==> src/rtl/irq_share_pkg.sv <==
package irq_share_pkg;

  // Byte offsets of the software-visible registers
  localparam logic [7:0] OFF_PSC0    = 8'h00;
  localparam logic [7:0] OFF_PSC1    = 8'h04;
  localparam logic [7:0] OFF_TIME_BASE0_CONTROL    = 8'h08;
  localparam logic [7:0] OFF_TIME_BASE1_CONTROL    = 8'h0C;
  localparam logic [7:0] OFF_ENABLE  = 8'h10;
  localparam logic [7:0] OFF_FLAGS   = 8'h14;
  localparam logic [7:0] OFF_GROUP   = 8'h18;
  localparam logic [7:0] OFF_STATUS  = 8'h1C;

  // Field positions
  localparam int CLKSEL_LSB = 0;
  localparam int TB_ON_BIT  = 7;
  localparam int TB_PER_LSB = 0;
  localparam int STACK_FULL_BIT = 0;
  localparam int GIE_BIT        = 1;

  // Source indices in enable and flag registers
  localparam int SRC_CMP  = 0;
  localparam int SRC_TB0  = 1;
  localparam int SRC_TB1  = 2;
  localparam int SRC_LVD  = 3;
  localparam int SRC_EEP  = 4;
  localparam int SRC_SIM  = 5;
  localparam int SRC_UR0  = 6;
  localparam int SRC_UR1  = 7;
  localparam int NSRC     = 8;

  // Shared groups
  localparam int NGRP     = 4;
  localparam int GRP_CMP  = 0;
  localparam int GRP_TB   = 1;
  localparam int GRP_MEM  = 2;
  localparam int GRP_COM  = 3;

  // Reset values
  localparam logic [7:0] RST_REG8  = 8'h00;
  localparam logic       RST_GIE   = 1'b0;

  // Divider and period constants
  localparam int          SYS_DIV     = 4;
  localparam logic [1:0]  DIV_LAST    = 2'h3;
  localparam int          TB_BASE_EXP = 8;
  localparam int          TB_CNT_W    = 16;
  localparam logic [1:0]  SEL_SYS     = 2'h0;
  localparam logic [1:0]  SEL_DIV4    = 2'h1;

  // Per-source bundle from the peripherals
  typedef struct packed {
    logic       cmp_out;
    logic       lvd_low;
    logic       eep_done;
    logic       sim_event;
    logic [1:0] uart_event;
  } src_in_t;

  // Core sequencer hand-off
  typedef struct packed {
    logic       req;
    logic [1:0] grp;
  } vec_req_t;

endpackage

==> src/rtl/tick_gen.sv <==
`timescale 1ns/1ps
`default_nettype none
module tick_gen
  import irq_share_pkg::*;
(
  input  wire logic       clk,        // System clock
  input  wire logic       srst,       // Sync reset
  input  wire logic       sub_tick,   // Synchronised sub clock edge pulse
  input  wire logic [1:0] clk_choice, // Prescaler source select
  input  wire logic       on,         // Generator enable
  input  wire logic [2:0] period,     // Period code
  output logic            tick        // One-cycle overflow pulse
);

  typedef struct packed {
    logic [1:0]          div;
    logic [TB_CNT_W-1:0] cnt;
    logic                tick;
  } tg_state_t;

  tg_state_t st, next_st;
  logic      pre_en;
  logic [TB_CNT_W-1:0] cnt_inc;
  logic [3:0]          sel_bit;

  // Prescaler source choice
  always_comb begin
    if (clk_choice == SEL_SYS) begin
      pre_en = 1'b1;
    end else if (clk_choice == SEL_DIV4) begin
      pre_en = (st.div == DIV_LAST);
    end else begin
      pre_en = sub_tick;
    end
  end

  assign cnt_inc = st.cnt + TB_CNT_W'(1);
  assign sel_bit = 4'(TB_BASE_EXP - 1) + {1'b0, period};

  // Free-running counter, tick on chosen bit overflow
  always_comb begin
    next_st      = st;
    next_st.div  = st.div + 2'h1;
    next_st.tick = 1'b0;
    if (!on) begin
      next_st.cnt = '0;
    end else if (pre_en) begin
      next_st.cnt  = cnt_inc;
      next_st.tick = st.cnt[sel_bit] & ~cnt_inc[sel_bit];
    end
  end

  always_ff @(posedge clk) begin
    if (srst) begin
      st <= '0;
    end else begin
      st <= next_st;
    end
  end

  assign tick = st.tick;

endmodule
`default_nettype wire

==> src/rtl/shared_irq_ctrl.sv <==
// Behaviour
// [RULE1] Comparator flag sets on either output edge
// [RULE2] Comparator vectors only when all enables set
// [RULE3] Full stack withholds every shared request
// [RULE4] Servicing clears global enable and group flag
// [RULE5] Software clears source flags itself
// [RULE6] Time base overflow sets its flag
// [RULE7] Time base vectors only when enabled
// [RULE8] Prescaler 0 select: sys, sys/4, sub
// [RULE9] Prescaler 1 uses the same coding
// [RULE10] Bit 7 enables time base, off at reset
// [RULE11] Time base 0 period is 2^(8+code)
// [RULE12] Time base 1 period is 2^(8+code)
// [RULE13] Unimplemented control bits read zero
// [RULE14] Low supply sets flag, needs enables
// [RULE15] EEPROM erase/write end sets flag
// [RULE16] Serial byte, address match, timeout set flag
// [RULE17] UART events pulse its request
// [RULE18] UART status clears only by UART itself
// [RULE19] Group flag sets when any member raises
// [RULE20] Time base is free counter on prescaler
`timescale 1ns/1ps
`default_nettype none
module shared_irq_ctrl
  import irq_share_pkg::*;
(
  input  wire logic        clk,          // System clock
  input  wire logic        srst,         // Sync reset, active high
  input  wire logic        hsel,         // AHB select
  input  wire logic [31:0] haddr,        // AHB address
  input  wire logic [1:0]  htrans,       // AHB transfer type
  input  wire logic        hwrite,       // AHB write
  input  wire logic [2:0]  hsize,        // AHB size
  input  wire logic [31:0] hwdata,       // AHB write data
  input  wire logic        hready,       // AHB ready in
  output logic      [31:0] hrdata,       // AHB read data
  output logic             hreadyout,    // AHB ready out
  output logic             hresp,        // AHB response
  input  wire logic        sub_clk_pin,  // Sub clock, asynchronous
  input  wire irq_share_pkg::src_in_t src, // Peripheral events
  input  wire logic        stack_full,   // Core stack full
  input  wire logic        vec_ack,      // Core took the vector
  input  wire logic        reti,         // Return sets global enable
  output irq_share_pkg::vec_req_t vreq,  // Vector request to core
  output logic             irq_pending   // Any group flag set
);

  typedef struct packed {
    logic [1:0]      psc0;
    logic [1:0]      psc1;
    logic            tb0_on;
    logic [2:0]      tb0_per;
    logic            tb1_on;
    logic [2:0]      tb1_per;
    logic [NSRC-1:0] en;
    logic [NSRC-1:0] flag;
    logic [NGRP-1:0] gen;
    logic [NGRP-1:0] gflag;
    logic            gie;
    logic            cmp_q;
    logic [2:0]      sub_sync;
    logic            dp_wr;
    logic [7:0]      dp_addr;
    logic [31:0]     rdata;
  } st_t;

  st_t st, next_st;
  logic            tb0_tick;
  logic            tb1_tick;
  logic            sub_tick;
  logic [NSRC-1:0] raise;
  logic [NGRP-1:0] grp_raise;
  logic [NGRP-1:0] grp_ready;
  logic [1:0]      win_grp;
  logic            win_any;
  logic            addr_ok;
  logic [31:0]     rd_mux;
  logic            stack_full_q;

  // Source-to-group map
  function automatic logic [1:0] grp_of(input int s);
    case (s)
      SRC_CMP:          grp_of = 2'(GRP_CMP);
      SRC_TB0, SRC_TB1: grp_of = 2'(GRP_TB);
      SRC_LVD, SRC_EEP: grp_of = 2'(GRP_MEM);
      default:          grp_of = 2'(GRP_COM);
    endcase
  endfunction

  // Sub clock edge pulse after two-flop sync
  assign sub_tick = st.sub_sync[1] & ~st.sub_sync[2];

  // Time base generators
  tick_gen u_tb0 (
    .clk        (clk),
    .srst       (srst),
    .sub_tick   (sub_tick),
    .clk_choice (st.psc0),        // RULE8
    .on         (st.tb0_on),      // RULE10
    .period     (st.tb0_per),     // RULE11
    .tick       (tb0_tick)
  );

  tick_gen u_tb1 (
    .clk        (clk),
    .srst       (srst),
    .sub_tick   (sub_tick),
    .clk_choice (st.psc1),        // RULE9
    .on         (st.tb1_on),      // RULE10
    .period     (st.tb1_per),     // RULE12
    .tick       (tb1_tick)
  );

  // Source events
  always_comb begin
    raise          = '0;
    raise[SRC_CMP] = src.cmp_out ^ st.cmp_q;       // RULE1
    raise[SRC_TB0] = tb0_tick;                     // RULE6 RULE20
    raise[SRC_TB1] = tb1_tick;                     // RULE6 RULE20
    raise[SRC_LVD] = src.lvd_low;                  // RULE14
    raise[SRC_EEP] = src.eep_done;                 // RULE15
    raise[SRC_SIM] = src.sim_event;                // RULE16
    raise[SRC_UR0] = src.uart_event[0];            // RULE17
    raise[SRC_UR1] = src.uart_event[1];            // RULE17
  end

  // Group raise and readiness per group
  genvar g;
  generate
    for (g = 0; g < NGRP; g++) begin : g_grp
      always_comb begin
        grp_raise[g] = 1'b0;
        grp_ready[g] = 1'b0;
        for (int s = 0; s < NSRC; s++) begin
          if (grp_of(s) == 2'(g)) begin
            grp_raise[g] = grp_raise[g] | raise[s];             // RULE19
            grp_ready[g] = grp_ready[g] | (st.flag[s] & st.en[s]); // RULE2 RULE7
          end
        end
        grp_ready[g] = grp_ready[g] & st.gen[g] & st.gflag[g];
      end
    end
  endgenerate

  // Fixed priority, lowest group first
  always_comb begin
    win_any = 1'b0;
    win_grp = '0;
    for (int i = NGRP - 1; i >= 0; i--) begin
      if (grp_ready[i]) begin
        win_any = 1'b1;
        win_grp = 2'(i);
      end
    end
  end

  assign vreq.req    = win_any & st.gie & ~stack_full; // RULE3
  assign vreq.grp    = win_grp;
  assign irq_pending = |st.gflag;
  assign stack_full_q = stack_full;

  // Address decode
  assign addr_ok = (st.dp_addr[7:5] == 3'h0) && (st.dp_addr[1:0] == 2'h0);

  // Read mux, unimplemented bits zero
  always_comb begin
    rd_mux = '0;
    case (haddr[7:0])
      OFF_PSC0:   rd_mux[1:0] = st.psc0;                        // RULE13
      OFF_PSC1:   rd_mux[1:0] = st.psc1;                        // RULE13
      OFF_TIME_BASE0_CONTROL:   rd_mux[7:0] = {st.tb0_on, 4'h0, st.tb0_per};  // RULE13
      OFF_TIME_BASE1_CONTROL:   rd_mux[7:0] = {st.tb1_on, 4'h0, st.tb1_per};  // RULE13
      OFF_ENABLE: rd_mux[NSRC-1:0] = st.en;
      OFF_FLAGS:  rd_mux[NSRC-1:0] = st.flag;
      OFF_GROUP:  rd_mux[7:0] = {st.gflag, st.gen};
      OFF_STATUS: rd_mux[1:0] = {st.gie, stack_full_q};
      default:    rd_mux = '0;
    endcase
  end

  // Next state: bus, flags, servicing
  always_comb begin
    next_st          = st;
    next_st.cmp_q    = src.cmp_out;
    next_st.sub_sync = {st.sub_sync[1:0], sub_clk_pin};
    next_st.dp_wr    = 1'b0;
    if (hsel && hready && htrans[1]) begin
      next_st.dp_wr   = hwrite;
      next_st.dp_addr = haddr[7:0];
      next_st.rdata   = hwrite ? 32'h0000_0000 : rd_mux;
    end
    // Register writes
    if (st.dp_wr && addr_ok) begin
      case (st.dp_addr)
        OFF_PSC0: next_st.psc0 = hwdata[CLKSEL_LSB +: 2];      // RULE8
        OFF_PSC1: next_st.psc1 = hwdata[CLKSEL_LSB +: 2];      // RULE9
        OFF_TIME_BASE0_CONTROL: begin
          next_st.tb0_on  = hwdata[TB_ON_BIT];                 // RULE10
          next_st.tb0_per = hwdata[TB_PER_LSB +: 3];
        end
        OFF_TIME_BASE1_CONTROL: begin
          next_st.tb1_on  = hwdata[TB_ON_BIT];                 // RULE10
          next_st.tb1_per = hwdata[TB_PER_LSB +: 3];
        end
        OFF_ENABLE: next_st.en = hwdata[NSRC-1:0];
        OFF_FLAGS:  next_st.flag = hwdata[NSRC-1:0];           // RULE5
        OFF_GROUP: begin
          next_st.gen   = hwdata[NGRP-1:0];
          next_st.gflag = hwdata[2*NGRP-1:NGRP];
        end
        OFF_STATUS: next_st.gie = hwdata[GIE_BIT];
        default: ;
      endcase
    end
    if (reti) begin
      next_st.gie = 1'b1;
    end
    // Servicing: source flags stay set
    if (vreq.req && vec_ack) begin
      next_st.gie = 1'b0;                                      // RULE4
      next_st.gflag[win_grp] = 1'b0;                           // RULE4 RULE18
    end
    // Hardware set wins over any clear
    next_st.flag  = next_st.flag | raise;                      // RULE1 RULE6
    next_st.gflag = next_st.gflag | grp_raise;                 // RULE19
  end

  always_ff @(posedge clk) begin
    if (srst) begin
      st      <= '0;
      st.gie  <= RST_GIE;
    end else begin
      st <= next_st;
    end
  end

  assign hrdata    = st.rdata;
  assign hreadyout = 1'b1;
  assign hresp     = 1'b0;

  // Assertions
  property p_cmp_edge;
    @(posedge clk) disable iff (srst)
      (src.cmp_out != $past(src.cmp_out)) |=> st.flag[SRC_CMP];
  endproperty
  a_cmp_edge: assert property (p_cmp_edge) else $error("cmp edge lost"); // RULE1

  property p_stack_block;
    @(posedge clk) disable iff (srst) stack_full |-> !vreq.req;
  endproperty
  a_stack_block: assert property (p_stack_block) else $error("req with full stack"); // RULE3

  property p_req_needs;
    @(posedge clk) disable iff (srst)
      vreq.req |-> st.gie && st.gen[vreq.grp] && st.gflag[vreq.grp];
  endproperty
  a_req_needs: assert property (p_req_needs) else $error("req without enables"); // RULE2

  property p_service;
    @(posedge clk) disable iff (srst)
      (vreq.req && vec_ack && !reti && !grp_raise[vreq.grp])
        |=> !st.gie && !st.gflag[$past(vreq.grp)];
  endproperty
  a_service: assert property (p_service) else $error("service clear missing"); // RULE4

  property p_src_keep;
    @(posedge clk) disable iff (srst)
      (vreq.req && vec_ack && !st.dp_wr) |=> st.flag == $past(st.flag | raise);
  endproperty
  a_src_keep: assert property (p_src_keep) else $error("source flag touched"); // RULE4

  property p_tb_flag;
    @(posedge clk) disable iff (srst) tb0_tick |=> st.flag[SRC_TB0];
  endproperty
  a_tb_flag: assert property (p_tb_flag) else $error("tb0 tick lost"); // RULE6

  property p_tb_off;
    @(posedge clk) disable iff (srst) !st.tb0_on |=> !tb0_tick;
  endproperty
  a_tb_off: assert property (p_tb_off) else $error("tb0 ticks while off"); // RULE10

  property p_grp_set;
    @(posedge clk) disable iff (srst) raise[SRC_SIM] |=> st.gflag[GRP_COM];
  endproperty
  a_grp_set: assert property (p_grp_set) else $error("group flag missed"); // RULE19

  property p_tb_fast;
    @(posedge clk) disable iff (srst)
      (st.tb0_on && st.psc0 == SEL_SYS && st.tb0_per == 3'h0 && tb0_tick)
        ##1 (st.tb0_on && st.psc0 == SEL_SYS && st.tb0_per == 3'h0) [*8]
        |-> !tb0_tick;
  endproperty
  a_tb_fast: assert property (p_tb_fast) else $error("tb0 period too short"); // RULE11

  // Low supply, EEPROM, serial and UART 1 events reach their flags and groups, tb1 stays quiet when off, unused time base 1 control bits read zero
  property p_tb1_flag;
    @(posedge clk) disable iff (srst) tb1_tick |=> st.flag[SRC_TB1];
  endproperty
  a_tb1_flag: assert property (p_tb1_flag) else $error("tb1 tick lost"); // RULE6

  property p_tb1_off;
    @(posedge clk) disable iff (srst) !st.tb1_on |=> !tb1_tick;
  endproperty
  a_tb1_off: assert property (p_tb1_off) else $error("tb1 ticks while off"); // RULE10

  property p_lvd_set;
    @(posedge clk) disable iff (srst)
      src.lvd_low |=> st.flag[SRC_LVD] && st.gflag[GRP_MEM];
  endproperty
  a_lvd_set: assert property (p_lvd_set) else $error("low supply event lost"); // RULE14

  property p_eep_set;
    @(posedge clk) disable iff (srst)
      src.eep_done |=> st.flag[SRC_EEP] && st.gflag[GRP_MEM];
  endproperty
  a_eep_set: assert property (p_eep_set) else $error("eeprom done event lost"); // RULE15

  property p_sim_set;
    @(posedge clk) disable iff (srst)
      src.sim_event |=> st.flag[SRC_SIM] && st.gflag[GRP_COM];
  endproperty
  a_sim_set: assert property (p_sim_set) else $error("serial event lost"); // RULE16

  property p_uart_set;
    @(posedge clk) disable iff (srst)
      src.uart_event[1] |=> st.flag[SRC_UR1] && st.gflag[GRP_COM];
  endproperty
  a_uart_set: assert property (p_uart_set) else $error("uart event lost"); // RULE17

  property p_ctrl_zero;
    @(posedge clk) disable iff (srst)
      (hsel && hready && htrans[1] && !hwrite && haddr[7:0] == OFF_TIME_BASE1_CONTROL)
        |=> {hrdata[31:8], hrdata[6:3]} == 28'h000_0000;
  endproperty
  a_ctrl_zero: assert property (p_ctrl_zero) else $error("unused control bits read set"); // RULE13

  c_service: cover property (@(posedge clk) disable iff (srst) vreq.req && vec_ack);
  c_tb1:     cover property (@(posedge clk) disable iff (srst) tb1_tick);
  c_blocked: cover property (@(posedge clk) disable iff (srst) win_any && st.gie && stack_full);
  c_mem_grp: cover property (@(posedge clk) disable iff (srst) vreq.req && vreq.grp == 2'(GRP_MEM));
  c_com_grp: cover property (@(posedge clk) disable iff (srst) vreq.req && vreq.grp == 2'(GRP_COM));

endmodule
`default_nettype wire

==> config.mk <==
export PLATFORM = sky130hd
export DESIGN_NAME = shared_irq_ctrl
export DESIGN_NICKNAME = d
export VERILOG_FILES = /design/src/rtl/irq_share_pkg.sv /design/src/rtl/tick_gen.sv /design/src/rtl/shared_irq_ctrl.sv
export SDC_FILE = /design/constraint.sdc
export NUM_CORES = 1
export LEC_CHECK = 0
export ABC_AREA = 1
export ABC_CLOCK_PERIOD_IN_PS = 5000
export BUFFER_PORTS_ARGS = -buffer_cell sky130_fd_sc_hd__buf_2
export CAP_MARGIN = 0
export CELL_PAD_IN_SITES_DETAIL_PLACEMENT = 0
export CELL_PAD_IN_SITES_GLOBAL_PLACEMENT = 2
export CORE_MARGIN = 2
export CORE_UTILIZATION = 30
export DETAILED_ROUTE_END_ITERATION = 6
export PLACE_DENSITY_LB_ADDON = 0.3
export SLEW_MARGIN = 5
export SYNTH_ARGS = -nofsm -noshare
export SYNTH_HDL_FRONTEND = slang
export SYNTH_SLANG_ARGS = --single-unit
==> constraint.sdc <==
create_clock -name clk -period 5 [get_ports clk]
set_input_delay 0.75 -clock clk [delete_from_list [all_inputs] [get_ports clk]]
set_output_delay 0.75 -clock clk [all_outputs]
set_load 0.02 [all_outputs]
==> results of run 1 <==
==> power by group through the flow <==
stage | Sequential, mW | Clock, mW | Combinational, mW
detailed placement | 0.807 | 0 | 0.106
finish | 0.788 | 0.726 | 0.106
global route | 0.790 | 0.785 | 0.118
floorplan | 0.803 | 0 | 0.0870
global placement | 0.807 | 0 | 0.106
CTS | 0.788 | 0.749 | 0.107
==> layout by cell type, fill, tap and decap left out, types with 2 or more instances in the layout <==
cell	netlist	routed
sky130_fd_sc_hd__xor2_1	2	2
sky130_fd_sc_hd__nand2_2	3	3
sky130_fd_sc_hd__o21ai_1	2	2
sky130_fd_sc_hd__a21boi_0	2	2
sky130_fd_sc_hd__a211oi_1	11	11
sky130_fd_sc_hd__nor2_1	71	71
sky130_fd_sc_hd__nor3_4	3	3
sky130_fd_sc_hd__nor4_4	2	2
sky130_fd_sc_hd__ha_1	6	6
sky130_fd_sc_hd__o21ai_0	77	77
sky130_fd_sc_hd__or2_2	2	2
sky130_fd_sc_hd__buf_4	34	3
sky130_fd_sc_hd__xnor2_1	3	3
sky130_fd_sc_hd__nand3_1	120	120
sky130_fd_sc_hd__dfxtp_1	96	96
sky130_fd_sc_hd__a31oi_1	6	6
sky130_fd_sc_hd__buf_2	9	43
sky130_fd_sc_hd__nand4_1	11	11
sky130_fd_sc_hd__nor3_1	3	3
sky130_fd_sc_hd__clkbuf_16	0	9
sky130_fd_sc_hd__a21oi_1	68	68
sky130_fd_sc_hd__clkinv_1	5	5
sky130_fd_sc_hd__nand2_1	150	150
sky130_fd_sc_hd__nor2_2	3	3
sky130_fd_sc_hd__inv_2	3	3
sky130_fd_sc_hd__a211oi_2	2	2
sky130_fd_sc_hd__inv_1	114	114
sky130_fd_sc_hd__nand3b_1	3	3
sky130_fd_sc_hd__o211ai_1	20	20
sky130_fd_sc_hd__clkinvlp_4	0	3
sky130_fd_sc_hd__conb_1	2	26
sky130_fd_sc_hd__inv_6	0	2
==> flip-flops by register name (all words and copies together) (netlist names) <==
register	count
u_tb0.st	18
u_tb0.tick	1
u_tb1.tick	1
hrdata	8
u_tb1.st	18
st	48
next_st	2
==> final cells by class <==
class / instances / share of cell area (%)
repair buffers: 46 / 3.84
flip-flops and latches: 96 / 31.0
multi-input cells: 601 / 48.1
clock inverters: 7 / 1.27
well taps: 234 / 4.73
inverters: 122 / 7.39
clock buffers: 9 / 3.63
==> cells by family (layout without fill, tap and decap cells) <==
family          after synthesis  after routing
fa+ha+maj                     6              6
other cells                   2             26
buf+inv                     180            184
compound gates              188            188
flops                        96             96
simple gates                376            376
xor+xnor                      5              5
==> stage by stage <==
step	area [um2]	instances	power [mW]	utilization [%]	setup slack (ps)
global placement	5890	1099	0.913	31.7	2070
finish	6200	1115	1.62	33.3	2110
floorplan	5730	877	0.890	-	2920
detailed placement	5890	1099	0.913	31.7	2140
global route	6200	1115	1.69	33.3	1790
CTS	6200	1115	1.64	33.3	2110
==> worst paths after layout <==
check	startpoint	endpoint	slack [ps]
worst max register to register	st[74]	u_tb0.tick	2110
worst min-delay path	next_st[42]	next_st[43]	410
worst min register to register	next_st[42]	next_st[43]	410
worst max-delay path	st[74]	u_tb0.tick	2110
==> worst reg2reg max path: stages (launching register included) <==
cell                       delay [ps]
sky130_fd_sc_hd__dfxtp_1          640
sky130_fd_sc_hd__inv_1            410
sky130_fd_sc_hd__ha_1             660
sky130_fd_sc_hd__clkinv_1         350
sky130_fd_sc_hd__a21oi_1          200
sky130_fd_sc_hd__o21ai_0           90
sky130_fd_sc_hd__a21boi_0         180
sky130_fd_sc_hd__nand3_1          100
sky130_fd_sc_hd__nand3_1          110
sky130_fd_sc_hd__nand2_1           60
sky130_fd_sc_hd__inv_1             40
==> per-layer routing <==
layer  global-route usage, %  wire, um  vias to the layer above
li1                        -         -                     2822
met1                    23.9      8460                     2402
met2                    26.0      7100                       84
met3                    2.96       524                       10
met4                    4.21       189                        0
met5                       0         0                        -
==> results.md, run 1 <==
Outcome
- finished clean — run status

Synthesis
- 0% — proportion of synthesized area in mux cells
- 96 — number of register bits inferred by synthesis
- sky130_fd_sc_hd__dfxtp_1 — library cell with the largest summed area after synthesis
- 0 — Yosys Warn Count
- 6.61 um2 — mean instance size in the synthesized netlist
- 18.6% — fraction of the mapped netlist area in compound gates
- 0 — Post-synth EDFFs
- 0.777% — area share of xor/xnor cells in the synthesized design
- 37 — number of different library cells in the post-synthesis netlist
- 34.1% — Synth top area share
- simple AND/OR/NAND/NOR gates — main combinational cell family by area after synthesis
- 1.33% — area share of fa/ha/maj cells after synthesis
- 853 — number of cells produced by synthesis
- 30.5% — fraction of the mapped netlist area in simple logic gates
- sky130_fd_sc_hd__dfxtp_1 — top_reg_cell synth
- sky130_fd_sc_hd__dfxtp_1, sky130_fd_sc_hd__nand3_1, sky130_fd_sc_hd__nand2_1, sky130_fd_sc_hd__inv_1, sky130_fd_sc_hd__o21ai_0 — top area cells in the synthesized netlist
- 0% — proportion of register bits with asynchronous set or reset after synthesis
- 5640 um2 — combined area of all synthesized cells
- sky130_fd_sc_hd__nand2_1 — cell with the most instances after synthesis
- sky130_fd_sc_hd__nand2_1, sky130_fd_sc_hd__nand3_1, sky130_fd_sc_hd__inv_1, sky130_fd_sc_hd__dfxtp_1, sky130_fd_sc_hd__o21ai_0 — synth cell count leaders
- 34.1% — post-synthesis sequential area ratio

Die
- 50 — Row Count
- 122 — top-level port count
- 141 um — height of the die
- 18,600 um2 — area of the placeable core
- 19,900 um2 — Die ar.
- 30.3% — starting density of the core
- 141 um — floorplan die width

Power
- 2.66 nW — Pleak
- 261 nW/um2 — Cell Pwr Density
- 0.000139 V — maximum vdd drop
- 48.7% — part of the total power dissipated in sequential elements
- 0.420 mW — switching power
- 44.8% — relative contribution of the clock network to total power
- 6.5% — portion of total power attributed to combinational logic
- 1.20 mW — Int Pwr
- 25.9% — Net Sw Frac

Cells and area
- 9.31% — fraction of final layout cells with drive strength greater than 1
- 2980 um2 — area of the multi-input gates
- 0 — antenna cell count
- 966 — Final Net Count
- 2,099 — final-layout fill cell count
- 9.95% — area added between synthesis and finish
- 1920 um2 — register cell area after layout

Global routing
- 0 — antenna violations before repair
- 16.7% — GR Util All Layers
- 37 — pin count of the biggest net entering global routing
- 26,100 um — wire length of the first global-routing pass
- 4,896 — vias in the first global route
- 0 — remaining global-route overflow

Critical path
- 3 — Worst Path Buf+Inv
- sky130_fd_sc_hd__ha_1 — Critical Path Slowest Stage Cell
- buffers and inverters — gate family responsible for the most delay along the worst path
- flop — crit path launch type
- 10 — number of stages on the worst setup path
- 5300 ps — required time of the worst setup path
- 660 ps — slowest cell delay on critical path
- 10 — number of cells on the worst reg-to-reg path
- inv_1 -> ha_1 -> clkinv_1 -> a21oi_1 -> o21ai_0 -> a21boi_0 -> nand3_1 -> nand3_1 -> nand2_1 -> inv_1 — cells along the critical path
- flop — CP endpoint kind
- flop to flop — Worst Path Class, Setup
- 3190 ps — endpoint arrival time on the critical path
- 17 — Max Fanout on Critical Path

STA
- 36.6% — worst relative slew slack
- 57.9% — Period Utilization, post-route
- false — RSZ-0062 raised after global routing
- 0 — count of final max-slew check failures
- 943 ps — slew at the pin with the worst max-slew slack
- 0 ps — total negative slack for setup checks
- 2890 ps — post-layout minimum cycle time
- 10.0 ps — Max Clock Skew
- 346 MHz — Max Clk Rate
- 406 ps — final-layout worst hold slack
- 0 — Final setup viols
- 0 — Final Hold Viols

Clocking
- 0 — setup fix buffers added after clock tree synthesis
- 0 — number of hold-repair buffers added at the cts stage
- built — clock tree from TritonCTS
- sky130_fd_sc_hd__clkbuf_16 — clock root buffer
- 2 — Max Buffers Root-to-Sink
- 70 ps — clock edge transition at the registers on the reported setup and hold paths
- 350 ps — clock latency at the later pin of the worst-skew pair
- 9 — number of buffers inserted during clock tree synthesis
- 96 — total clock sinks
- 0 — number of instances resized during post-cts repair
- 3 — deepest level of the CTS H-tree

Job
- 0 — Max Cap Violations

Detailed routing
- 370 — drt first-iter violations
- 16,300 um — DRT Wirelength
- 14.6 um — WL per Instance
- 5,318 — Via Count
- 0 — antenna violation net count after detailed routing
- 5 — first-pass detailed-route iteration total
- 4.77 — post-DR vias/cell
- 0 — DRC violations left

Placed design
- 0.835 — Placer Congestion
- 12,000 um — Detail Placement HPWL
- 43 — Buffers on Ports

Min path
- flop to flop — classification of the worst-slack hold path
- 2 — number of instances on the worst hold path

Note: power is estimated with default switching activity, not from simulation.
==> run 2: changes to the inputs <==
ABC_CLOCK_PERIOD_IN_PS = 2750   (was 5000)
CORE_UTILIZATION = 29   (was 30)
clock period = 2.75 ns   (was 5 ns; I/O delays follow)
==> run 2 against run 1 <==
  * Hold slack worse by 150 ps
  * Wire length down 0.34%
  * Global-route usage down 0.55 points
  * Sequential power up 81%
  * Count of clock-buffer cells in the layout up 1
  * Total power up 80%
  * First-iteration DRC count down 22%
  * Final cell count up 3.1%
  * Non-clock buffer count up 9
  * Clock power up 78%
  * Clock skew up 1.2 ps
  * Critical endpoint is now vreq[2]
==> results.md, run 2 (same netlist as run 1, synthesis figures left out) <==
Clocking
- sky130_fd_sc_hd__clkbuf_16 — clock root buffer, unchanged
- 0 — number of hold-repair buffers added at the cts stage, unchanged
- 3 — deepest level of the CTS H-tree, unchanged
- 0 — number of instances resized during post-cts repair, unchanged
- built — clock tree from TritonCTS, unchanged
- 80 ps — clock edge transition at the registers on the reported setup and hold paths, was 70 ps
- 0 — setup fix buffers added after clock tree synthesis, unchanged
- 2 — Max Buffers Root-to-Sink, unchanged
- 9 — number of buffers inserted during clock tree synthesis, unchanged
- 360 ps — clock latency at the later pin of the worst-skew pair, was 350 ps
- 96 — total clock sinks, unchanged

Min path
- 3 — number of instances on the worst hold path, was 2
- input port to flop — classification of the worst-slack hold path, was flop to flop
- sub_clk_pin — critical hold path startpoint, was next_st[42]
- next_st[42] — Worst Hold Path EP, was next_st[43]

Detailed routing
- 5,400 — Via Count, was 5,318
- 0 — antenna violation net count after detailed routing, unchanged
- 16,200 um — DRT Wirelength, was 16,300 um
- 14.1 um — WL per Instance, was 14.6 um
- 4.70 — post-DR vias/cell, was 4.77
- 5 — first-pass detailed-route iteration total, unchanged
- 0 — DRC violations left, unchanged
- 288 — drt first-iter violations, was 370

Cells and area
- 6290 um2 — final std cell area, no fill, was 6200 um2
- st — Biggest register, unchanged
- 48 — number of flip-flops in the largest register, unchanged
- 0 — antenna cell count, unchanged
- 975 — Final Net Count, was 966
- 33.3% — final core occ, about the same
- st x48, u_tb0.st x18, u_tb1.st x18 — Regs by FF count, unchanged
- 1,150 — number of standard cells in the final layout excluding fillers, was 1,115
- sky130_fd_sc_hd__nand2_1, sky130_fd_sc_hd__nand3_1, sky130_fd_sc_hd__inv_1, sky130_fd_sc_hd__dfxtp_1, sky130_fd_sc_hd__o21ai_0 — leading cell types in the layout, fill and taps excluded, unchanged
- 1920 um2 — register cell area after layout, unchanged
- 10.2% — fraction of final layout cells with drive strength greater than 1, was 9.31%
- 2980 um2 — area of the multi-input gates, unchanged
- 2,163 — final-layout fill cell count, was 2,099
- sky130_fd_sc_hd__nand2_1 — commonest non-fill, non-tap cell in the layout, unchanged
- 11.6% — area added between synthesis and finish, was 9.95%

STA
- 450 MHz — Max Clk Rate
- 529 ps — worst path setup slack after routing, was 2110 ps
- 80.8% — Period Utilization, post-route
- 2220 ps — post-layout minimum cycle time
- 630 ps — slew at the pin with the worst max-slew slack, was 943 ps
- false — RSZ-0062 raised after global routing, unchanged
- 252 ps — final-layout worst hold slack, was 406 ps
- 0 ps — total negative slack for setup checks, unchanged
- 0 — Final Hold Viols, unchanged
- 11.2 ps — Max Clock Skew, was 10.0 ps
- 0 — Final setup viols, unchanged
- 57.9% — worst relative slew slack, was 36.6%
- 0 — count of final max-slew check failures, unchanged

Die
- 122 — top-level port count, unchanged
- 20,600 um2 — Die ar., was 19,900 um2
- 29.8% — starting density of the core, was 30.3%
- 50 — Row Count, unchanged
- 143 um — height of the die, was 141 um
- 143 um — floorplan die width, was 141 um
- 18,900 um2 — area of the placeable core, was 18,600 um2

Critical path
- output port — CP endpoint kind, was flop
- 5 — Max Fanout on Critical Path, was 17
- 10 — number of cells on the worst reg-to-reg path, unchanged
- 2340 ps — required time of the worst setup path, was 5300 ps
- u_tb0.tick — worst reg2reg path endpoint, unchanged
- st[63] — first element of the critical path, was st[74]
- st[74] — Reg2Reg Launch Point, unchanged
- flop to output port — Worst Path Class, Setup, was flop to flop
- 1810 ps — endpoint arrival time on the critical path, was 3190 ps
- 670 ps — Register-to-Register Setup Slack, was 2110 ps
- flop — crit path launch type, unchanged

Global routing
- 4,878 — vias in the first global route, was 4,896
- 25,900 um — wire length of the first global-routing pass, was 26,100 um
- 0 — remaining global-route overflow, unchanged
- 29 — pin count of the biggest net entering global routing, was 37
- 16.2% — GR Util All Layers, was 16.7%
- 0 — antenna violations before repair, unchanged

Power
- 0.784 mW — switching power, was 0.420 mW
- 464 nW/um2 — Cell Pwr Density, was 261 nW/um2
- 44.2% — relative contribution of the clock network to total power, was 44.8%
- 49.2% — part of the total power dissipated in sequential elements, was 48.7%
- 2.91 mW — Power, Total, was 1.62 mW
- 26.9% — Net Sw Frac, was 25.9%
- 2.13 mW — Int Pwr, was 1.20 mW
- 2.71 nW — Pleak, was 2.66 nW
- 6.6% — portion of total power attributed to combinational logic, was 6.5%
- 0.000263 V — maximum vdd drop, was 0.000139 V

Placed design
- 1,134 — total placed cells including tap cells, was 1,099
- 0.827 — Placer Congestion, was 0.835
- 11,900 um — Detail Placement HPWL, was 12,000 um
- 720 ps — minimum setup slack after placement, was 2140 ps
- 5990 um2 — cell area after placement, was 5890 um2
- 43 — Buffers on Ports, unchanged

Job
- 0 — Max Cap Violations, unchanged

Outcome
- finished clean — run status, unchanged

[run 2: metal layers]
layer,wire length (um),GRT usage (%)
met2,7410,25.7
met5,0,0
met4,187,4.18
met3,527,2.53
met1,8100,22.8
[run 2: worst max-delay path, cell delays in order, from the launching register on]
cell and delay, ps:
sky130_fd_sc_hd__dfxtp_1 350, sky130_fd_sc_hd__inv_1 40, sky130_fd_sc_hd__o21ai_0 280, sky130_fd_sc_hd__nand2_1 140, sky130_fd_sc_hd__nand2_1 170, sky130_fd_sc_hd__nor2_1 70, sky130_fd_sc_hd__nor3_1 200, sky130_fd_sc_hd__buf_2 210
[run 2: worst max path at each step]
stage,to,slack (ps)
3_5_place_dp,u_tb0.tick,720
5_1_grt,vreq[2],270
3_3_place_gp,u_tb0.tick,700
2_1_floorplan,u_tb1.tick,790
6_report,vreq[2],530
4_1_cts,vreq[2],500
[run 2: cell type report]
type                       instances  area share (%)
clock buffer                      10            3.80
tap                              260            5.17
multi-input combinational        601            47.4
inverter                         122            7.28
sequential                        96            30.6
clock inverter                     6           0.915
timing repair buffer              55            4.85
[run 2: power groups by stage]
stage          Sequential (mW)  Combinational (mW)  Clock (mW)
2_1_floorplan             1.46               0.158           0
3_3_place_gp              1.47               0.194           0
3_5_place_dp              1.47               0.193           0
4_1_cts                   1.43               0.194        1.34
5_1_grt                   1.44               0.218        1.39
6_report                  1.43               0.192        1.29
==> run 3: changes to the inputs <==
ABC_CLOCK_PERIOD_IN_PS = 1950   (was 2750)
CORE_UTILIZATION = 26   (was 29)
clock period = 1.95 ns   (was 2.75 ns; I/O delays follow)
==> run 3 against run 2 <==
  * Critical path depth is the same
  * Largest power group unchanged
  * Setup slack lost 400 ps
  * Wire length grew 1.6%
  * Non-clock buffer count grew 14
  * Clock skew shrank 5.3 ps
  * Register-to-register slack lost 460 ps
  * Core utilization shrank 2.8 points
  * Final area grew 2.4%
  * Combinational power grew 44%
  * Highest routed layer unchanged
  * Largest cell class unchanged
  * Sequential share of layout area shrank 0.71 points
  * Hold slack lost 110 ps
  * Sequential power grew 41%
==> results.md, run 3 (same netlist as run 1, synthesis figures left out) <==
Critical path
- 1520 ps — endpoint arrival time on the critical path, was 1810 ps
- output port — CP endpoint kind, unchanged
- 360 ps — slowest cell delay on critical path, was 350 ps
- 1660 ps — required time of the worst setup path, was 2340 ps
- flop — crit path launch type, unchanged
- sky130_fd_sc_hd__dfxtp_1 — Critical Path Slowest Stage Cell, unchanged
- flop to output port — Worst Path Class, Setup, unchanged
- sky130_fd_sc_hd__nand2_2 — Crit path top cell by count, was sky130_fd_sc_hd__nand2_1
- inv_1 -> o21ai_2 -> nand2_2 -> nand2_2 -> nor2_1 -> nor3_2 -> buf_4 — cells along the critical path, was inv_1 -> o21ai_0 -> nand2_1 -> nand2_1 -> nor2_1 -> nor3_1 -> buf_2
- 5 — Max Fanout on Critical Path, unchanged

Cells and area
- 989 — Final Net Count, was 975
- st — Biggest register, unchanged
- 12.4% — fraction of final layout cells with drive strength greater than 1, was 10.2%
- 48 — number of flip-flops in the largest register, unchanged
- 30.5% — final core occ, was 33.3%
- 0 — antenna cell count, unchanged
- st x48, u_tb0.st x18, u_tb1.st x18 — Regs by FF count, unchanged
- sky130_fd_sc_hd__nand2_1 — commonest non-fill, non-tap cell in the layout, unchanged
- 14.3% — area added between synthesis and finish, was 11.6%
- sky130_fd_sc_hd__nand2_1, sky130_fd_sc_hd__nand3_1, sky130_fd_sc_hd__inv_1, sky130_fd_sc_hd__dfxtp_1, sky130_fd_sc_hd__o21ai_0 — leading cell types in the layout, fill and taps excluded, unchanged
- 6440 um2 — final std cell area, no fill, was 6290 um2

Outcome
- finished clean — run status, unchanged

Power
- 3.02 mW — Int Pwr, was 2.13 mW
- 43.4% — relative contribution of the clock network to total power, was 44.2%
- 6.8% — portion of total power attributed to combinational logic, was 6.6%
- 2.78 nW — Pleak, was 2.71 nW
- 1.05 mW — switching power, was 0.784 mW
- 25.7% — Net Sw Frac, was 26.9%
- 49.8% — part of the total power dissipated in sequential elements, was 49.2%
- 630 nW/um2 — Cell Pwr Density, was 464 nW/um2
- 0.000350 V — maximum vdd drop, was 0.000263 V

STA
- 551 MHz — Max Clk Rate
- 5.89 ps — Max Clock Skew, was 11.2 ps
- 0 — count of final max-slew check failures, unchanged
- 0 — Final setup viols, unchanged
- 1820 ps — post-layout minimum cycle time
- 0 — Final Hold Viols, unchanged
- false — RSZ-0062 raised after global routing, unchanged
- 93.1% — Period Utilization, post-route
- 0 ps — total negative slack for setup checks, unchanged

Detailed routing
- 0 — DRC violations left, unchanged
- 5,385 — Via Count, was 5,400
- 14.0 um — WL per Instance, was 14.1 um
- 5 — first-pass detailed-route iteration total, unchanged
- 4.57 — post-DR vias/cell, was 4.70
- 178 — drt first-iter violations, was 288
- 0 — antenna violation net count after detailed routing, unchanged
- 16,500 um — DRT Wirelength, was 16,200 um

Placed design
- 6130 um2 — cell area after placement, was 5990 um2
- 12,500 um — Detail Placement HPWL, was 11,900 um
- 0.776 — Placer Congestion, was 0.827
- 43 — Buffers on Ports, unchanged

Clocking
- sky130_fd_sc_hd__clkbuf_16 — clock root buffer, unchanged
- 70 ps — clock edge transition at the registers on the reported setup and hold paths, was 80 ps
- 0 — number of hold-repair buffers added at the cts stage, unchanged
- 3 — deepest level of the CTS H-tree, unchanged
- 9 — number of buffers inserted during clock tree synthesis, unchanged
- 96 — total clock sinks, unchanged
- 350 ps — clock latency at the later pin of the worst-skew pair, was 360 ps
- 0 — setup fix buffers added after clock tree synthesis, unchanged
- 2 — Max Buffers Root-to-Sink, unchanged
- built — clock tree from TritonCTS, unchanged

Job
- 0 — Max Cap Violations, unchanged

Die
- 22,900 um2 — Die ar., was 20,600 um2
- 26.6% — starting density of the core, was 29.8%
- 21,200 um2 — area of the placeable core, was 18,900 um2
- 53 — Row Count, was 50
- 122 — top-level port count, unchanged
- 151 um — floorplan die width, was 143 um
- 151 um — height of the die, was 143 um

Min path
- input port to flop — classification of the worst-slack hold path, unchanged

Global routing
- 0 — antenna violations before repair, unchanged
- 0 — remaining global-route overflow, unchanged
- 15.1% — GR Util All Layers, was 16.2%
- 5,221 — vias in the first global route, was 4,878
- 34 — pin count of the biggest net entering global routing, was 29
- 27,200 um — wire length of the first global-routing pass, was 25,900 um

## run 3: cell types whose count changed in the layout (fill, tap and decap cells not counted), sizes merged
cell,previous run,this run
buf,55,69
clkbuf,10,11
clkinv,7,4
clkinvlp,0,5
inv,121,118
## run 3: layout make-up
type,instances,area (um2)
Fill cell,2409,14700
Multi-Input combinational cell,601,3000
Sequential cell,96,1920
Inverter,122,463
Timing Repair Buffer,69,425
Tap cell,275,344
Clock buffer,11,253
Clock inverter,5,38.8
## run 3: power groups by stage
stage | registers [mW] | logic, mW | clock network (mW)
5_1_grt | 2.03 | 0.315 | 1.92
4_1_cts | 2.02 | 0.280 | 1.85
3_5_place_dp | 2.07 | 0.279 | 0
6_report | 2.02 | 0.276 | 1.76
3_3_place_gp | 2.07 | 0.279 | 0
2_1_floorplan | 2.06 | 0.223 | 0
## run 3: metal layers
metal	routed length, um	share of wire [%]	track usage (%)	vias up
met5	0	0	0	-
met4	292	1.8	5.14	0
met3	464	2.8	2.05	18
met2	7390	45	23.9	76
met1	8330	51	21.1	2423
li1	-	-	-	2868
## run 3: worst max-delay path: cells and delay by family (launching register included)
kind                   cells  cell delay [ps]
DFF                        1              360
buffers and inverters      2              230
and+or+nand+nor            4              410
AOI/OAI and AO/OA          1              190
## run 3: path summary, 6_finish.rpt
| path | endpoint | slack, ps | from | cells past startpoint |
|---|---|---|---|---|
| worst min register to register | next_st[43] | 410 | next_st[42] | 2 |
| worst max-delay path | vreq[2] | 130 | st[63] | 7 |
| worst min-delay path | next_st[42] | 140 | sub_clk_pin | 3 |
| worst max register to register | u_tb0.tick | 210 | u_tb0.st[1] | 10 |
## run 3: per-stage QoR
step | cells | setup slack (ps) | power, mW | hold slack [ps]
2_1_floorplan | 877 | 31.3 | 2.28 | 388
6_report | 1179 | 134 | 4.06 | 144
3_3_place_gp | 1163 | 197 | 2.35 | 396
3_5_place_dp | 1163 | 202 | 2.35 | 397
5_1_grt | 1179 | 0.842 | 4.26 | 161
4_1_cts | 1179 | 34.3 | 4.16 | 128
## run 3: timing repair
item,CTS,global route
cloned,0,0
gates resized for setup,3,5
endpoints found under the setup margin,1,2
